## src/branch_trace_defines.svh

```systemverilog
// Purpose: offsets, field positions, reset values and counts for the
//          branch trace and precise sampling block
// Assumes: 64-bit register port, byte addresses
// Notes:   definitions only
`ifndef BRANCH_TRACE_DEFINES_SVH
`define BRANCH_TRACE_DEFINES_SVH

// register offsets
`define OFS_FILTER 9'h000
`define OFS_EVSEL 9'h008
`define OFS_COUNT 9'h010
`define OFS_CTRL 9'h018
`define OFS_REC_IP 9'h020
`define OFS_REC_GPR0 9'h028
`define OFS_REC_GPR1 9'h030
`define OFS_REC_GPR2 9'h038
`define OFS_REC_GPR3 9'h040
// buffer window: addr[8] set, addr[7:4] entry, addr[3] selects target
`define BUF_WIN_BIT 8
`define BUF_TGT_BIT 3

// filter bits: a set bit suppresses its class
`define FLT_RING0 0
`define FLT_RING3 1
`define FLT_TYPE_BASE 2
`define FLT_WIDTH 9
`define FILTER_RESET 9'h000

// event select fields
`define EV_KIND_LO 0
`define EV_MISP_BIT 4
`define EV_EN_BIT 5
`define EV_INV_BIT 6
`define EV_CMASK_LO 8
`define EVSEL_RESET 16'h0000

// control write bits
`define CTRL_UNFREEZE 0
`define CTRL_CLR_REC 1

// status fields
`define ST_FROZEN 0
`define ST_SHADOW 1
`define ST_ARMED 2
`define ST_RECV 3
`define ST_PEND 4
`define ST_TOS_LO 8

// cycles between counter overflow and arming
`define SHADOW_CYCLES 4'd10

`endif

```

## src/branch_trace_pkg.sv

```systemverilog
// Purpose: types for the branch trace and precise sampling block
// Assumes: nothing
// Notes:   constants live in branch_trace_defines.svh
package branch_trace_pkg;

  // retired branch class, index into filter bits above the ring bits
  typedef enum logic [2:0] {
    br_cond,
    br_near_rel_call,
    br_near_ind_call,
    br_near_ret,
    br_near_ind_jmp,
    br_near_rel_jmp,
    br_far
  } br_class_type;

  // selectable precise events
  typedef enum logic [3:0] {
    ev_all_branches,
    ev_near_call,
    ev_cond_branch,
    ev_inst_retired,
    ev_uops_retired,
    ev_sse_class,
    ev_x87_assist
  } event_kind_type;

  // sampling sequence
  typedef enum logic [1:0] {
    smp_idle,
    smp_shadow,
    smp_armed
  } sample_state_type;

endpackage

```

## src/branch_trace_buffer.sv

```systemverilog
// Purpose: 16-entry rotating store of taken branch source/target pairs
// Assumes: write and freeze decided by the caller
// Notes:   read port is combinational, caller registers it
`timescale 1ns/1ns

module branch_trace_buffer
(
  // clock and reset
  input wire logic mclk,
  input wire logic rst,
  // write side
  input wire logic wr_en,
  input wire logic [47:0] wr_src,
  input wire logic [47:0] wr_tgt,
  // read side
  input wire logic [3:0] rd_idx,
  output logic [47:0] rd_src,
  output logic [47:0] rd_tgt,
  // newest entry
  output logic [3:0] tos
);

  logic [47:0] src_mem [16]; // source addresses
  logic [47:0] tgt_mem [16]; // target addresses
  logic [3:0] tos_q; // newest entry
  logic [3:0] tos_d; // slot to write next

  // next slot wraps at 16, so the oldest entry is overwritten
  assign tos_d = tos_q + 4'h1;

  // top-of-buffer pointer, starts so the first write lands in entry 0
  always_ff @(posedge mclk)
  begin
    if (rst)
      tos_q <= 4'hf;
    else if (wr_en)
      tos_q <= tos_d;
  end

  // entry storage, one pair per taken branch
  always_ff @(posedge mclk)
  begin
    if (wr_en)
    begin
      src_mem[tos_d] <= wr_src;
      tgt_mem[tos_d] <= wr_tgt;
    end
  end

  // read port
  assign rd_src = src_mem[rd_idx];
  assign rd_tgt = tgt_mem[rd_idx];
  assign tos = tos_q;

endmodule

```

## src/branch_trace_sampler.sv

```systemverilog
// Purpose: branch trace recording and precise sampling of retired events
// Assumes: retirement inputs come from logic on mclk, one slot per cycle
// Notes:   registers reached over a plain 64-bit address/strobe port
//
// What this block does
// - record source and target of filtered taken branches
// - sixteen pairs, newest overwrites the oldest
// - filter select register filters type and ring
// - ring 0, ring 3 or both; both default
// - all filter bits clear records everything
// - set bit suppresses its class
// - branch, call, conditional events; retired or mispredicted
// - branch sample holds the branch target
// - taken sample ip equals newest target if the filter passes that branch and the buffer is not frozen
// - events in the shadow after overflow ignored
// - armed sampling records next qualifying event
// - overflow freezes the buffer after a delay
// - masked interrupts delay the interrupt, not capture
// - high cmask with invert counts every cycle
// - instruction, micro-op, sse and assist events
// - assist event sees x87 assists only
// - sample record keeps general register values
// - counter overflow arms sampling
`timescale 1ns/1ns
`include "branch_trace_defines.svh"

module branch_trace_sampler
(
  // clock and reset
  input wire logic mclk,
  input wire logic rst,
  // retirement slot
  input wire logic ret_valid,
  input wire logic ret_is_branch,
  input wire logic ret_taken,
  input wire logic ret_mispred,
  input wire logic ret_ring3,
  input wire logic [2:0] ret_class,
  input wire logic [47:0] ret_ip,
  input wire logic [47:0] ret_tgt,
  input wire logic [2:0] ret_inst_count,
  input wire logic [3:0] ret_uop_count,
  input wire logic ret_sse_class,
  input wire logic ret_x87_assist,
  input wire logic [255:0] ret_gpr,
  input wire logic intr_masked,
  // register port
  input wire logic [8:0] reg_addr,
  input wire logic [63:0] reg_wdata,
  input wire logic reg_wr,
  input wire logic reg_rd,
  output logic [63:0] reg_rdata,
  // sampling interrupt
  output logic perf_monitor_interrupt
);

  logic [8:0] filter_q; // branch_filter_select
  logic [15:0] evsel_q; // event select
  logic [47:0] count_q; // event counter
  branch_trace_pkg::sample_state_type state_q; // sampling sequence
  logic [3:0] shadow_q; // shadow cycles left
  logic frozen_q; // buffer frozen
  logic recv_q; // record holds a sample
  logic pend_q; // interrupt owed
  logic irq_q; // interrupt pulse
  logic [47:0] rec_ip_q; // record instruction_pointer
  logic [255:0] rec_gpr_q; // record general registers
  logic [63:0] rdata_q; // read answer

  logic [8:0] class_bit; // filter bit of this branch class
  logic ring_ok; // ring not suppressed
  logic type_ok; // class not suppressed
  logic buf_wr; // write into buffer
  logic [3:0] tos; // newest entry
  logic [47:0] buf_src; // read source
  logic [47:0] buf_tgt; // read target
  logic [3:0] ev_inc; // raw event amount this cycle
  logic [7:0] cmask; // threshold
  logic ev_hit; // event condition true
  logic [3:0] step; // counter increment
  logic [48:0] count_sum; // counter plus carry
  logic overflow; // counter wrapped
  logic is_call; // near call class
  logic branch_kind; // selected event is a branch event
  logic wr_filter; // filter write
  logic wr_evsel; // event select write
  logic wr_count; // counter write
  logic wr_ctrl; // control write
  logic [63:0] status; // status word
  logic [63:0] rd_mux; // read selection

  // address decode of writes
  assign wr_filter = reg_wr && (reg_addr == `OFS_FILTER);
  assign wr_evsel = reg_wr && (reg_addr == `OFS_EVSEL);
  assign wr_count = reg_wr && (reg_addr == `OFS_COUNT);
  assign wr_ctrl = reg_wr && (reg_addr == `OFS_CTRL);

  // filter bit of the retiring class, one-hot above the ring bits
  assign class_bit = 9'h001 << (`FLT_TYPE_BASE + ret_class);

  // ring filter: clear bit captures that ring, both clear is default
  assign ring_ok = ret_ring3 ? !filter_q[`FLT_RING3]
                             : !filter_q[`FLT_RING0];

  // a set bit suppresses its class; all clear lets every class in
  assign type_ok = ((filter_q & class_bit) == 9'h000);

  // only taken branches, never while frozen
  assign buf_wr = ret_valid && ret_is_branch && ret_taken && ring_ok
                  && type_ok && !frozen_q;

  // rotating buffer of source/target pairs
  branch_trace_buffer u_buf
  (
    .mclk(mclk),
    .rst(rst),
    .wr_en(buf_wr),
    .wr_src(ret_ip),
    .wr_tgt(ret_tgt),
    .rd_idx(reg_addr[7:4]),
    .rd_src(buf_src),
    .rd_tgt(buf_tgt),
    .tos(tos)
  );

  // near call classes
  assign is_call = (ret_class == 3'(branch_trace_pkg::br_near_rel_call))
                || (ret_class == 3'(branch_trace_pkg::br_near_ind_call));

  // raw event amount for the selected kind
  always_comb
  begin
    ev_inc = 4'h0;
    branch_kind = 1'b0;
    case (evsel_q[`EV_KIND_LO +: 4])
      branch_trace_pkg::ev_all_branches:
      begin
        branch_kind = 1'b1;
        ev_inc = {3'h0, ret_valid && ret_is_branch};
      end
      branch_trace_pkg::ev_near_call:
      begin
        branch_kind = 1'b1;
        ev_inc = {3'h0, ret_valid && ret_is_branch && is_call};
      end
      branch_trace_pkg::ev_cond_branch:
      begin
        branch_kind = 1'b1;
        ev_inc = {3'h0, ret_valid && ret_is_branch
                  && (ret_class == 3'(branch_trace_pkg::br_cond))};
      end
      branch_trace_pkg::ev_inst_retired:
        ev_inc = ret_valid ? {1'b0, ret_inst_count} : 4'h0;
      branch_trace_pkg::ev_uops_retired:
        ev_inc = ret_valid ? ret_uop_count : 4'h0;
      branch_trace_pkg::ev_sse_class:
        ev_inc = {3'h0, ret_valid && ret_sse_class};
      branch_trace_pkg::ev_x87_assist:
        // sse assists have no input here, only x87 ones count
        ev_inc = {3'h0, ret_valid && ret_x87_assist};
      default:
        ev_inc = 4'h0;
    endcase
    // mispredicted-only variant of the branch events
    if (branch_kind && evsel_q[`EV_MISP_BIT] && !ret_mispred)
      ev_inc = 4'h0;
  end

  // threshold compare; high cmask inverted is true in every cycle,
  // halted or not, since ev_inc is at most 15 and stays below any cmask above 15
  assign cmask = evsel_q[`EV_CMASK_LO +: 8];
  always_comb
  begin
    if (cmask == 8'h00)
      ev_hit = (ev_inc != 4'h0);
    else if (evsel_q[`EV_INV_BIT])
      ev_hit = ({4'h0, ev_inc} < cmask);
    else
      ev_hit = ({4'h0, ev_inc} >= cmask);
  end

  // with a threshold the counter counts cycles, else event amounts
  assign step = (cmask == 8'h00) ? ev_inc : {3'h0, ev_hit};
  assign count_sum = {1'b0, count_q} + {45'h0, step};
  assign overflow = evsel_q[`EV_EN_BIT] && count_sum[48];

  // filter select register
  always_ff @(posedge mclk)
  begin
    if (rst)
      filter_q <= `FILTER_RESET;
    else if (wr_filter)
      filter_q <= reg_wdata[`FLT_WIDTH-1:0];
  end

  // event select register
  always_ff @(posedge mclk)
  begin
    if (rst)
      evsel_q <= `EVSEL_RESET;
    else if (wr_evsel)
      evsel_q <= reg_wdata[15:0];
  end

  // event counter, software preset wins over counting
  always_ff @(posedge mclk)
  begin
    if (rst)
      count_q <= 48'h0;
    else if (wr_count)
      count_q <= reg_wdata[47:0];
    else if (evsel_q[`EV_EN_BIT])
      count_q <= count_sum[47:0];
  end

  // sampling sequence: overflow, shadow, armed, capture
  always_ff @(posedge mclk)
  begin
    if (rst)
    begin
      state_q <= branch_trace_pkg::smp_idle;
      shadow_q <= 4'h0;
    end
    else
    begin
      case (state_q)
        branch_trace_pkg::smp_idle:
          if (overflow)
          begin
            state_q <= branch_trace_pkg::smp_shadow;
            shadow_q <= `SHADOW_CYCLES - 4'd1;
          end
        branch_trace_pkg::smp_shadow:
          // events here are not seen by the sampler
          if (shadow_q == 4'h0)
            state_q <= branch_trace_pkg::smp_armed;
          else
            shadow_q <= shadow_q - 4'd1;
        branch_trace_pkg::smp_armed:
          if (ev_hit)
            state_q <= branch_trace_pkg::smp_idle;
        default:
          state_q <= branch_trace_pkg::smp_idle;
      endcase
    end
  end

  // precise sample record, written on the first hit once armed
  always_ff @(posedge mclk)
  begin
    if (rst)
    begin
      rec_ip_q <= 48'h0;
      rec_gpr_q <= 256'h0;
    end
    else if (state_q == branch_trace_pkg::smp_armed && ev_hit)
    begin
      // branch events keep the target, the same value the buffer
      // takes as its newest target in this cycle when buf_wr is set
      rec_ip_q <= branch_kind ? ret_tgt : ret_ip;
      rec_gpr_q <= ret_gpr;
    end
  end

  // record valid flag; capture wins over a software clear
  always_ff @(posedge mclk)
  begin
    if (rst)
      recv_q <= 1'b0;
    else if (state_q == branch_trace_pkg::smp_armed && ev_hit)
      recv_q <= 1'b1;
    else if (wr_ctrl && reg_wdata[`CTRL_CLR_REC])
      recv_q <= 1'b0;
  end

  // freeze once the sample is taken, the delay after overflow being
  // the shadow; the sampled branch itself still enters the buffer when buf_wr is set
  always_ff @(posedge mclk)
  begin
    if (rst)
      frozen_q <= 1'b0;
    else if (state_q == branch_trace_pkg::smp_armed && ev_hit)
      frozen_q <= 1'b1;
    else if (wr_ctrl && reg_wdata[`CTRL_UNFREEZE])
      frozen_q <= 1'b0;
  end

  // interrupt owed after a capture, held while interrupts are masked
  always_ff @(posedge mclk)
  begin
    if (rst)
      pend_q <= 1'b0;
    else if (state_q == branch_trace_pkg::smp_armed && ev_hit)
      pend_q <= 1'b1;
    else if (!intr_masked)
      pend_q <= 1'b0;
  end

  // one-cycle interrupt pulse once unmasked
  always_ff @(posedge mclk)
  begin
    if (rst)
      irq_q <= 1'b0;
    else
      irq_q <= pend_q && !intr_masked;
  end

  // status word
  always_comb
  begin
    status = 64'h0;
    status[`ST_FROZEN] = frozen_q;
    status[`ST_SHADOW] = (state_q == branch_trace_pkg::smp_shadow);
    status[`ST_ARMED] = (state_q == branch_trace_pkg::smp_armed);
    status[`ST_RECV] = recv_q;
    status[`ST_PEND] = pend_q;
    status[`ST_TOS_LO +: 4] = tos;
  end

  // read selection, unmapped addresses read zero
  always_comb
  begin
    rd_mux = 64'h0;
    if (reg_addr[`BUF_WIN_BIT])
      rd_mux = {16'h0, reg_addr[`BUF_TGT_BIT] ? buf_tgt : buf_src};
    else
    begin
      case (reg_addr)
        `OFS_FILTER: rd_mux = {55'h0, filter_q};
        `OFS_EVSEL: rd_mux = {48'h0, evsel_q};
        `OFS_COUNT: rd_mux = {16'h0, count_q};
        `OFS_CTRL: rd_mux = status;
        `OFS_REC_IP: rd_mux = {16'h0, rec_ip_q};
        `OFS_REC_GPR0: rd_mux = rec_gpr_q[63:0];
        `OFS_REC_GPR1: rd_mux = rec_gpr_q[127:64];
        `OFS_REC_GPR2: rd_mux = rec_gpr_q[191:128];
        `OFS_REC_GPR3: rd_mux = rec_gpr_q[255:192];
        default: rd_mux = 64'h0;
      endcase
    end
  end

  // read data stands for the one cycle after the strobe
  always_ff @(posedge mclk)
  begin
    if (rst)
      rdata_q <= 64'h0;
    else if (reg_rd)
      rdata_q <= rd_mux;
    else
      rdata_q <= 64'h0;
  end

  assign reg_rdata = rdata_q;
  assign perf_monitor_interrupt = irq_q;

endmodule

```

## config.mk

```make
export PLATFORM = sky130hd
export DESIGN_NAME = branch_trace_sampler
export DESIGN_NICKNAME = d
export VERILOG_FILES = /design/src/branch_trace_pkg.sv /design/src/branch_trace_buffer.sv /design/src/branch_trace_sampler.sv
export VERILOG_INCLUDE_DIRS = /design/src
export SDC_FILE = /design/constraint.sdc
export NUM_CORES = 2
export LEC_CHECK = 0
export BUFFER_PORTS_ARGS = -buffer_cell sky130_fd_sc_hd__buf_2
export CAP_MARGIN = 10
export CORE_ASPECT_RATIO = 1.75
export CORE_MARGIN = 2
export CORE_UTILIZATION = 48
export CTS_CLUSTER_DIAMETER = 30
export CTS_CLUSTER_SIZE = 30
export DETAILED_ROUTE_END_ITERATION = 12
export GPL_TIMING_DRIVEN = 0
export PLACE_DENSITY = 0.69
export RECOVER_POWER = 25
export SYNTH_ARGS = -nofsm -noshare
export SYNTH_HDL_FRONTEND = slang
export SYNTH_SLANG_ARGS = --single-unit
```

## constraint.sdc

```tcl
create_clock -name mclk -period 5.9 [get_ports mclk]
set_input_delay 1.18 -clock mclk [delete_from_list [all_inputs] [get_ports mclk]]
set_output_delay 1.18 -clock mclk [all_outputs]
set_load 0.01 [all_outputs]
```

* After elaboration in Yosys (flattened, before gate mapping)
Memories as Yosys holds them, arrays and structs flattened. Index checks and enable logic that the tools add are counted.
Word-level totals: bits in registers 455, RAM bits 1536, bits of input ports 447, output and inout bits 65, memories kept 2
Memory list:
- u_buf.src_mem | words 16, bits a word 48, read ports 1, clocked after Yosys merged registers in 0, wr ports 1, RTL line branch_trace_buffer.sv:23 | logic [47:0] src_mem [16];
- u_buf.tgt_mem | words 16, bits a word 48, read ports 1, clocked after Yosys merged registers in 0, wr ports 1, RTL line branch_trace_buffer.sv:24 | logic [47:0] tgt_mem [16];
Cells by class: add/subtract/negate cells 4, magnitude comparators 2, equal/unequal tests 23, shift operators 1, mux-type cells 30, bitwise gates (word level) 2, reduce and logical (&&, ||, !) cells 43
Operators with widths (count):
- 64-bit case mux with 9 select lines | 1
- 48-bit 2-to-1 mux | 5
- 48-bit by 4-bit adder with 49-bit output | 1
- 9-bit by 6-bit equality test with 1-bit output, second input constant | 4
- 4-bit case mux with 7 select lines | 1
- 1-bit logical AND | 20
- 4-bit 2-to-1 mux | 5
- 9-bit by 5-bit equality test with 1-bit output, second input constant | 2
- 9-bit zero test | 2
- 4-bit by 3-bit equality test with 1-bit output, second input constant | 3
- 1-bit 2-to-1 mux | 12
- 9-bit bitwise AND | 1
- 9-bit by 4-bit equality test with 1-bit output, second input constant | 1
- 9-bit by 7-bit equality test with 1-bit output, second input constant | 1
- 1-bit by 4-bit left shift with 9-bit output, first input constant | 1
- 4-bit by 2-bit equality test with 1-bit output, second input constant | 2
- 4-bit by 8-bit greater-or-equal comparator with 1-bit output | 1
- 4-bit zero test | 2
- 8-bit zero test | 1
- 4-bit by 8-bit less-than comparator with 1-bit output | 1
- 4-bit case mux with 2 select lines | 1
- 2-bit nonzero test | 4
- 2-bit 2-to-1 mux | 3
- 2-bit != test, second input constant | 3
- other kinds (20) | 27

* Longest topological paths before layout
depth in word-level cells 14, depth in mapped cells 21, gate-level depth less buffers 18

* Cells and area by module
A second synthesis with hierarchy kept.
Second synthesis, totals: cell total of the unflattened synthesis 4907, area, all modules 80966.4 µm²
By module, submodules not included:
- branch_trace_buffer | times used 1, cells an instance 2402, area an instance 57709.1 µm², sequential area each 46204.3 µm²
- branch_trace_sampler | times used 1, cells an instance 2505, area an instance 23257.3 µm², sequential area each 9028.7 µm²

* Worst setup path after synthesis
No wires, ideal clock.
path kind input to register, start input ret_class[0], end register shadow_q[1], library setup time 128 ps, arrival 4968 ps, required time 5772 ps, slack 805 ps, stages on the path 19, cells stage by stage o31a_1 > o2bb2ai_1 > a32oi_2 > ha_1 > a41oi_1 > a31oi_1 > o21ai_2 > buf_6 > buf_2 > a31oi_1 > ha_1 > inv_1 > fa_1 > nor2b_1 > o31a_1 > nand3_4 > or4_4 > a31oi_1 > nor2_1
Between the ends: longest elaborated chain between the ends 13, elaborated cells between the ends (all ways) 18, those cells by class add/sub (1); order compare (2); eq/ne (3); mux (5); reduce/logical (7)
RTL lines:
- from (decl) | RTL line branch_trace_sampler.sv:38 | input wire logic [2:0] ret_class,
- 3-bit by 1-bit equality test with 1-bit output or 3-bit by 2-bit equality test with 1-bit output (tied branches) | RTL line branch_trace_sampler.sv:127, branch_trace_sampler.sv:128
- 1-bit logical OR | RTL line branch_trace_sampler.sv:128 | || (ret_class == 3'(branch_trace_pkg::br_near_ind_call));
- 1-bit logical AND | RTL line branch_trace_sampler.sv:144 | ev_inc = {3'h0, ret_valid && ret_is_branch && is_call};
- 4-bit case mux with 7 select lines (*) | RTL line branch_trace_sampler.sv:135 | case (evsel_q[`EV_KIND_LO +: 4])
- 4-bit 2-to-1 mux (*) | RTL line branch_trace_sampler.sv:165 | if (branch_kind && evsel_q[`EV_MISP_BIT] && !ret_mispred)
- 4-bit by 8-bit greater-or-equal comparator with 1-bit output or 4-bit by 8-bit less-than comparator with 1-bit output (tied branches) | RTL line branch_trace_sampler.sv:179, branch_trace_sampler.sv:177
- 1-bit 2-to-1 mux | RTL line branch_trace_sampler.sv:176 | else if (evsel_q[`EV_INV_BIT])
- 1-bit 2-to-1 mux | RTL line branch_trace_sampler.sv:174 | if (cmask == 8'h00)
- 4-bit 2-to-1 mux (*) | RTL line branch_trace_sampler.sv:183 | assign step = (cmask == 8'h00) ? ev_inc : {3'h0, ev_hit};
- 48-bit by 4-bit adder with 49-bit output (*) | RTL line branch_trace_sampler.sv:184 | assign count_sum = {1'b0, count_q} + {45'h0, step};
- 1-bit logical AND (*) | RTL line branch_trace_sampler.sv:185 | assign overflow = evsel_q[`EV_EN_BIT] && count_sum[48];
- 2-bit != test (no source line) (*)
- 3-bit AND reduction (no source line) (*)
- to (signal assigned) | RTL line branch_trace_sampler.sv:231 | shadow_q <= `SHADOW_CYCLES - 4'd1;
- to (signal assigned) | RTL line branch_trace_sampler.sv:238 | shadow_q <= shadow_q - 4'd1;
- to (decl) | RTL line branch_trace_sampler.sv:61 | logic [3:0] shadow_q;
Mark *: on every way between the ends. The rest lies on a longest branch, timed or not. A chain may end at the register's enable or synchronous reset.

* Final worst setup path
start register evsel_q[2], end register count_q[16]
Between the ends: longest elaborated chain between the ends 13, elaborated cells between the ends (all ways) 22, those cells by class add/sub (1); order compare (2); eq/ne (6); mux (8); reduce/logical (5)
RTL lines:
- from (decl) | RTL line branch_trace_sampler.sv:58 | logic [15:0] evsel_q;
- from (signal assigned) | RTL line branch_trace_sampler.sv:200 | evsel_q <= `EVSEL_RESET;
- from (signal assigned) | RTL line branch_trace_sampler.sv:202 | evsel_q <= reg_wdata[15:0];
- 4-bit by 2-bit equality test with 1-bit output (tied with other cells) | RTL line branch_trace_sampler.sv:135
- 3-bit OR reduction (no source line)
- 1-bit 2-to-1 mux | RTL line branch_trace_sampler.sv:135
- 1-bit logical AND (2 in a row) | RTL line branch_trace_sampler.sv:165
- 4-bit 2-to-1 mux (*) | RTL line branch_trace_sampler.sv:165
- 4-bit by 8-bit greater-or-equal comparator with 1-bit output or 4-bit by 8-bit less-than comparator with 1-bit output (tied branches) | RTL line branch_trace_sampler.sv:179, branch_trace_sampler.sv:177
- 1-bit 2-to-1 mux | RTL line branch_trace_sampler.sv:176
- 1-bit 2-to-1 mux | RTL line branch_trace_sampler.sv:174
- 4-bit 2-to-1 mux (*) | RTL line branch_trace_sampler.sv:183
- 48-bit by 4-bit adder with 49-bit output (*) | RTL line branch_trace_sampler.sv:184
- 48-bit 2-to-1 mux (*) | RTL line branch_trace_sampler.sv:212 | else if (evsel_q[`EV_EN_BIT])
- 48-bit 2-to-1 mux (*) | RTL line branch_trace_sampler.sv:210 | else if (wr_count)
- to (signal assigned) | RTL line branch_trace_sampler.sv:211 | count_q <= reg_wdata[47:0];
- to (signal assigned) | RTL line branch_trace_sampler.sv:213 | count_q <= count_sum[47:0];
- to (decl) | RTL line branch_trace_sampler.sv:59 | logic [47:0] count_q;
Mark *: on every way between the ends. The rest lies on a longest branch, timed or not. The select of a mux whose other input is x is not followed.

==> impl_metrics.toml <==
[global_routing]
grt_pass1_wl_um = 413000
antenna_found_initial = 97
grtUsageTotal_pct = 35.0
grt_max_degree = 47
grt_overflow_total = 0
grt_pass1_vias = 53000

[timing]
worst_slew_pin_slew_ns = 1.39
setup_viol = 0
period_share_pct = 97.6
relSlewSlack_pct = 7.59
fin_crit_ns = 5.76
clock_skew_ns = 0.0287
fmax_mhz = 174
report.final.hold_viol_count = 0
whs_ns = 0.466
slew_viol_final = 0
setup_ws_ns = 0.142
rsz0062_at_grt = "no"

[hold_path]
holdPathStages = 2
hold_start = "recv_q"
hold_end = "recv_q"
hold_class = "register to register"

[setup_path]
crit_fanout = 20
cp.arrival_ns = 6.52
setup.worst_path.start_class = "register"
r2r_start = "evsel_q[2]"
regToRegSetupSlack_ns = 0.14
crit_type = "register to register"
cp-end-kind = "register"
cp_data_required_time_ns = 6.66
r2r_end = "count_q[16]"
r2r_cells = 19

[routing]
drtIter0Drc = 6819
drc_errors = 0
vias_per_cell = 6.69
wl_per_cell_um = 37.3
detail-route-antenna-nets = 0
drtPass1Iterations = 7
via_count = 53700
wl_um = 300000

[logic_synthesis]
synth_fp_nets = 5275
synth_compound_area_share_pct = 9.35
synth_flop_cell = "edfxtp_1"
synth-edff-count = 1536
synth_top_family_by_area = "multiplexers"
synthArstFlopShare_pct = 0
synthXorXnorAreaFrac_pct = 0.478
synth_cell_type_count = 70
yosysSeqAreaShare_pct = 68.5
synth-adder-area-share_pct = 0.273
muxShareOfSynthArea_pct = 14.3
synth_area_um2 = 80600
synth-simple-area-share_pct = 4.28
syn_area_per_cell_um2 = 16.8
ys_ff_latch = 1991
syn_inst = 4811
ys_warn_count = 0

[floorplanning]
initial_core_util_pct = 48.2
core_area_um2 = 167000
ios = 512
die_h_um = 546
dieArea_um2 = 171000
std_cell_rows = 199
die_w_um = 314

[layout]
fin_area_um2 = 94600
layout-drive-gt1-share_pct = 28.2
fillers = 13000
synthToLayoutAreaGrowth_pct = 17.3
layout.nets = 6028

[clock_network]
clkSinkCount = 1991
clk_pin_slew_worst_paths_ns = 0.06
tritoncts = "yes"
cts-root-buf = "clkbuf_16"
worstSkewPairLatency_ns = 0.86
h-tree-depth = 4
clock_path_buffers = 4
cts_made_buffers = 217

[placement]
dpl_cell_area_um2 = 86900
dp.final_hpwl_um = 217000
gp_congestion = 1.06
port_buffers = 491
dp_worst_setup_slack_ns = -1.02

[pwr]
totalPowerFinal_mw = 30.9
power.density_nw_per_um2 = 327
irDropWorstVdd_v = 0.000273
p_leak_nw = 30.4

[outcome]
outcome = "completed"

[job]
cap_violations = 0
area by class of cell:
type / instances / area (um2) / area share [%]
Sequential cell: 1991 / 55200 / 58.4
Clock inverter: 169 / 1910 / 2.02
Tap cell: 2211 / 2770 / 2.92
Clock buffer: 229 / 5580 / 5.90
Antenna cell: 70 / 175 / 0.185
Buffer: 438 / 2220 / 2.35
Multi-Input combinational cell: 2357 / 23200 / 24.5
Inverter: 24 / 90.1 / 0.0952
Timing Repair Buffer: 535 / 3460 / 3.65
critical path, cell delays in order (launching register included):
cell and delay, ns:
dfxtp_1 0.59, nor3b_2 0.34, a22oi_1 0.11, nor2b_1 0.29, ha_1 0.31, nor2b_1 0.14, o211ai_1 0.22, a31oi_1 0.19
o21ai_4 0.65, buf_6 0.37, a31oi_1 0.10, ha_1 0.27, inv_1 0.08, fa_1 0.21, nor2b_1 0.10, o31ai_1 0.76
nor2_1 0.28, and3_1 0.28, xnor2_1 0.13, a211oi_2 0.22
cell families after synthesis:
logic type | Yosys count
buffers and inverters | 463
AND/OR/NAND/NOR | 607
AO/OA/AOI/OAI | 1096
flip-flops | 1991
multiplexers | 593
adder cells (fa/ha/maj) | 17
XOR/XNOR | 44
layer usage:
metal | global-route usage [%] | share of wire (%) | up-vias
li1 | - | - | 21500
met1 | 35.0 | 31 | 26900
met2 | 56.9 | 48 | 3855
met3 | 12.1 | 9.9 | 1378
met4 | 32.0 | 11 | 62
met5 | 0.0568 | 0.12 | -
cell usage in the layout (no fill, tap or decap), types with 22 or more instances in the layout:
cell and count:
inv_8 26, nand4_1 273, buf_1 31, xnor2_1 23, nor2_1 117, a211oi_1 76, diode_2 70, buf_2 541
a221oi_1 22, inv_1 23, clkbuf_1 273, buf_6 29, o21ai_0 36, nand3_1 24, nand2_1 63, clkinv_4 22
mux2i_1 138, clkbuf_16 222, dfxtp_1 455, a31oi_1 52, a22oi_1 54, o31ai_1 258, buf_16 33, mux4_2 444
o21ai_1 85, a22o_1 40, buf_4 59, o22ai_1 57, a211oi_2 57, inv_6 41, edfxtp_1 1536, a21oi_1 292
worst max path at each step:
stage	startpoint	cells after the start	end	slack (ns)
final	evsel_q[2]	19	count_q[16]	0.14
after global routing	evsel_q[2]	18	count_q[31]	0.01
after CTS	evsel_q[2]	19	count_q[31]	0.03
after detailed placement	ret_class[0]	19	count_q[31]	-1.02
after global placement	ret_class[0]	6	u_buf.tgt_mem[6][36]	-2.64
after floorplan	ret_class[0]	19	shadow_q[1]	0.80
report_power, final:
group | internal [mW] | switching (mW) | leakage (nW)
clock | 7.83 | 6.27 | 3.61
sequential | 15.2 | 0.0280 | 17.5
combinational | 0.555 | 1.10 | 9.35
per-stage QoR:
| stage | util (%) | setup TNS (ns) | cells |
|---|---|---|---|
| floorplan | - | 0 | 4811 |
| finish | 56.6 | 0 | 8024 |
| detailed placement | 52.0 | -25.72 | 7553 |
| CTS | 56.5 | 0 | 7951 |
| global placement | 51.3 | -3527.66 | 7513 |
| global route | 56.5 | 0 | 7971 |
synthesized netlist by cell type, drive strengths merged, types with 16 or more instances:
| cell type | count | area [um2] |
|---|---|---|
| nor2b | 20 | 125 |
| a22o | 40 | 350 |
| a2111oi | 17 | 149 |
| a211oi | 133 | 1280 |
| and2 | 27 | 169 |
| inv | 24 | 90.1 |
| xnor2 | 23 | 201 |
| mux2i | 138 | 1380 |
| edfxtp | 1536 | 46100 |
| buf | 231 | 1440 |
| a221oi | 22 | 193 |
| a22oi | 54 | 405 |
| o21ai | 123 | 619 |
| clkbuf | 208 | 781 |
| dfxtp | 455 | 9110 |
| nand2 | 66 | 255 |
| nand4 | 273 | 1710 |
| mux4 | 444 | 10000 |
| o31ai | 258 | 1940 |
| ha | 16 | 200 |
| nor2 | 120 | 468 |
| a31oi | 52 | 325 |
| a21oi | 296 | 1490 |
| a222oi | 16 | 160 |
| xor2 | 21 | 184 |
| o22ai | 58 | 363 |
| nand3 | 26 | 148 |
| and3 | 20 | 130 |
sequential cells by signal, summed over array words and instances (netlist names), 2 cells and up:
| name | count |
|---|---|
| u_buf.src_mem | 768 |
| u_buf.tgt_mem | 768 |
| rec_gpr_q | 256 |
| reg_rdata | 64 |
| count_q | 48 |
| rec_ip_q | 48 |
| evsel_q | 16 |
| filter_q | 9 |
| shadow_q | 4 |
| u_buf.tos | 4 |
| state_q | 2 |
what timing repair did:
action | CTS | global route
gates resized for setup | 3 | 3
hold buffers | 0 | 0
buffers inserted | 0 | 0
pin swaps | 0 | 0
endpoints found under the setup margin | 14 | 33
No activity file was read; power rests on OpenSTA's default activity.
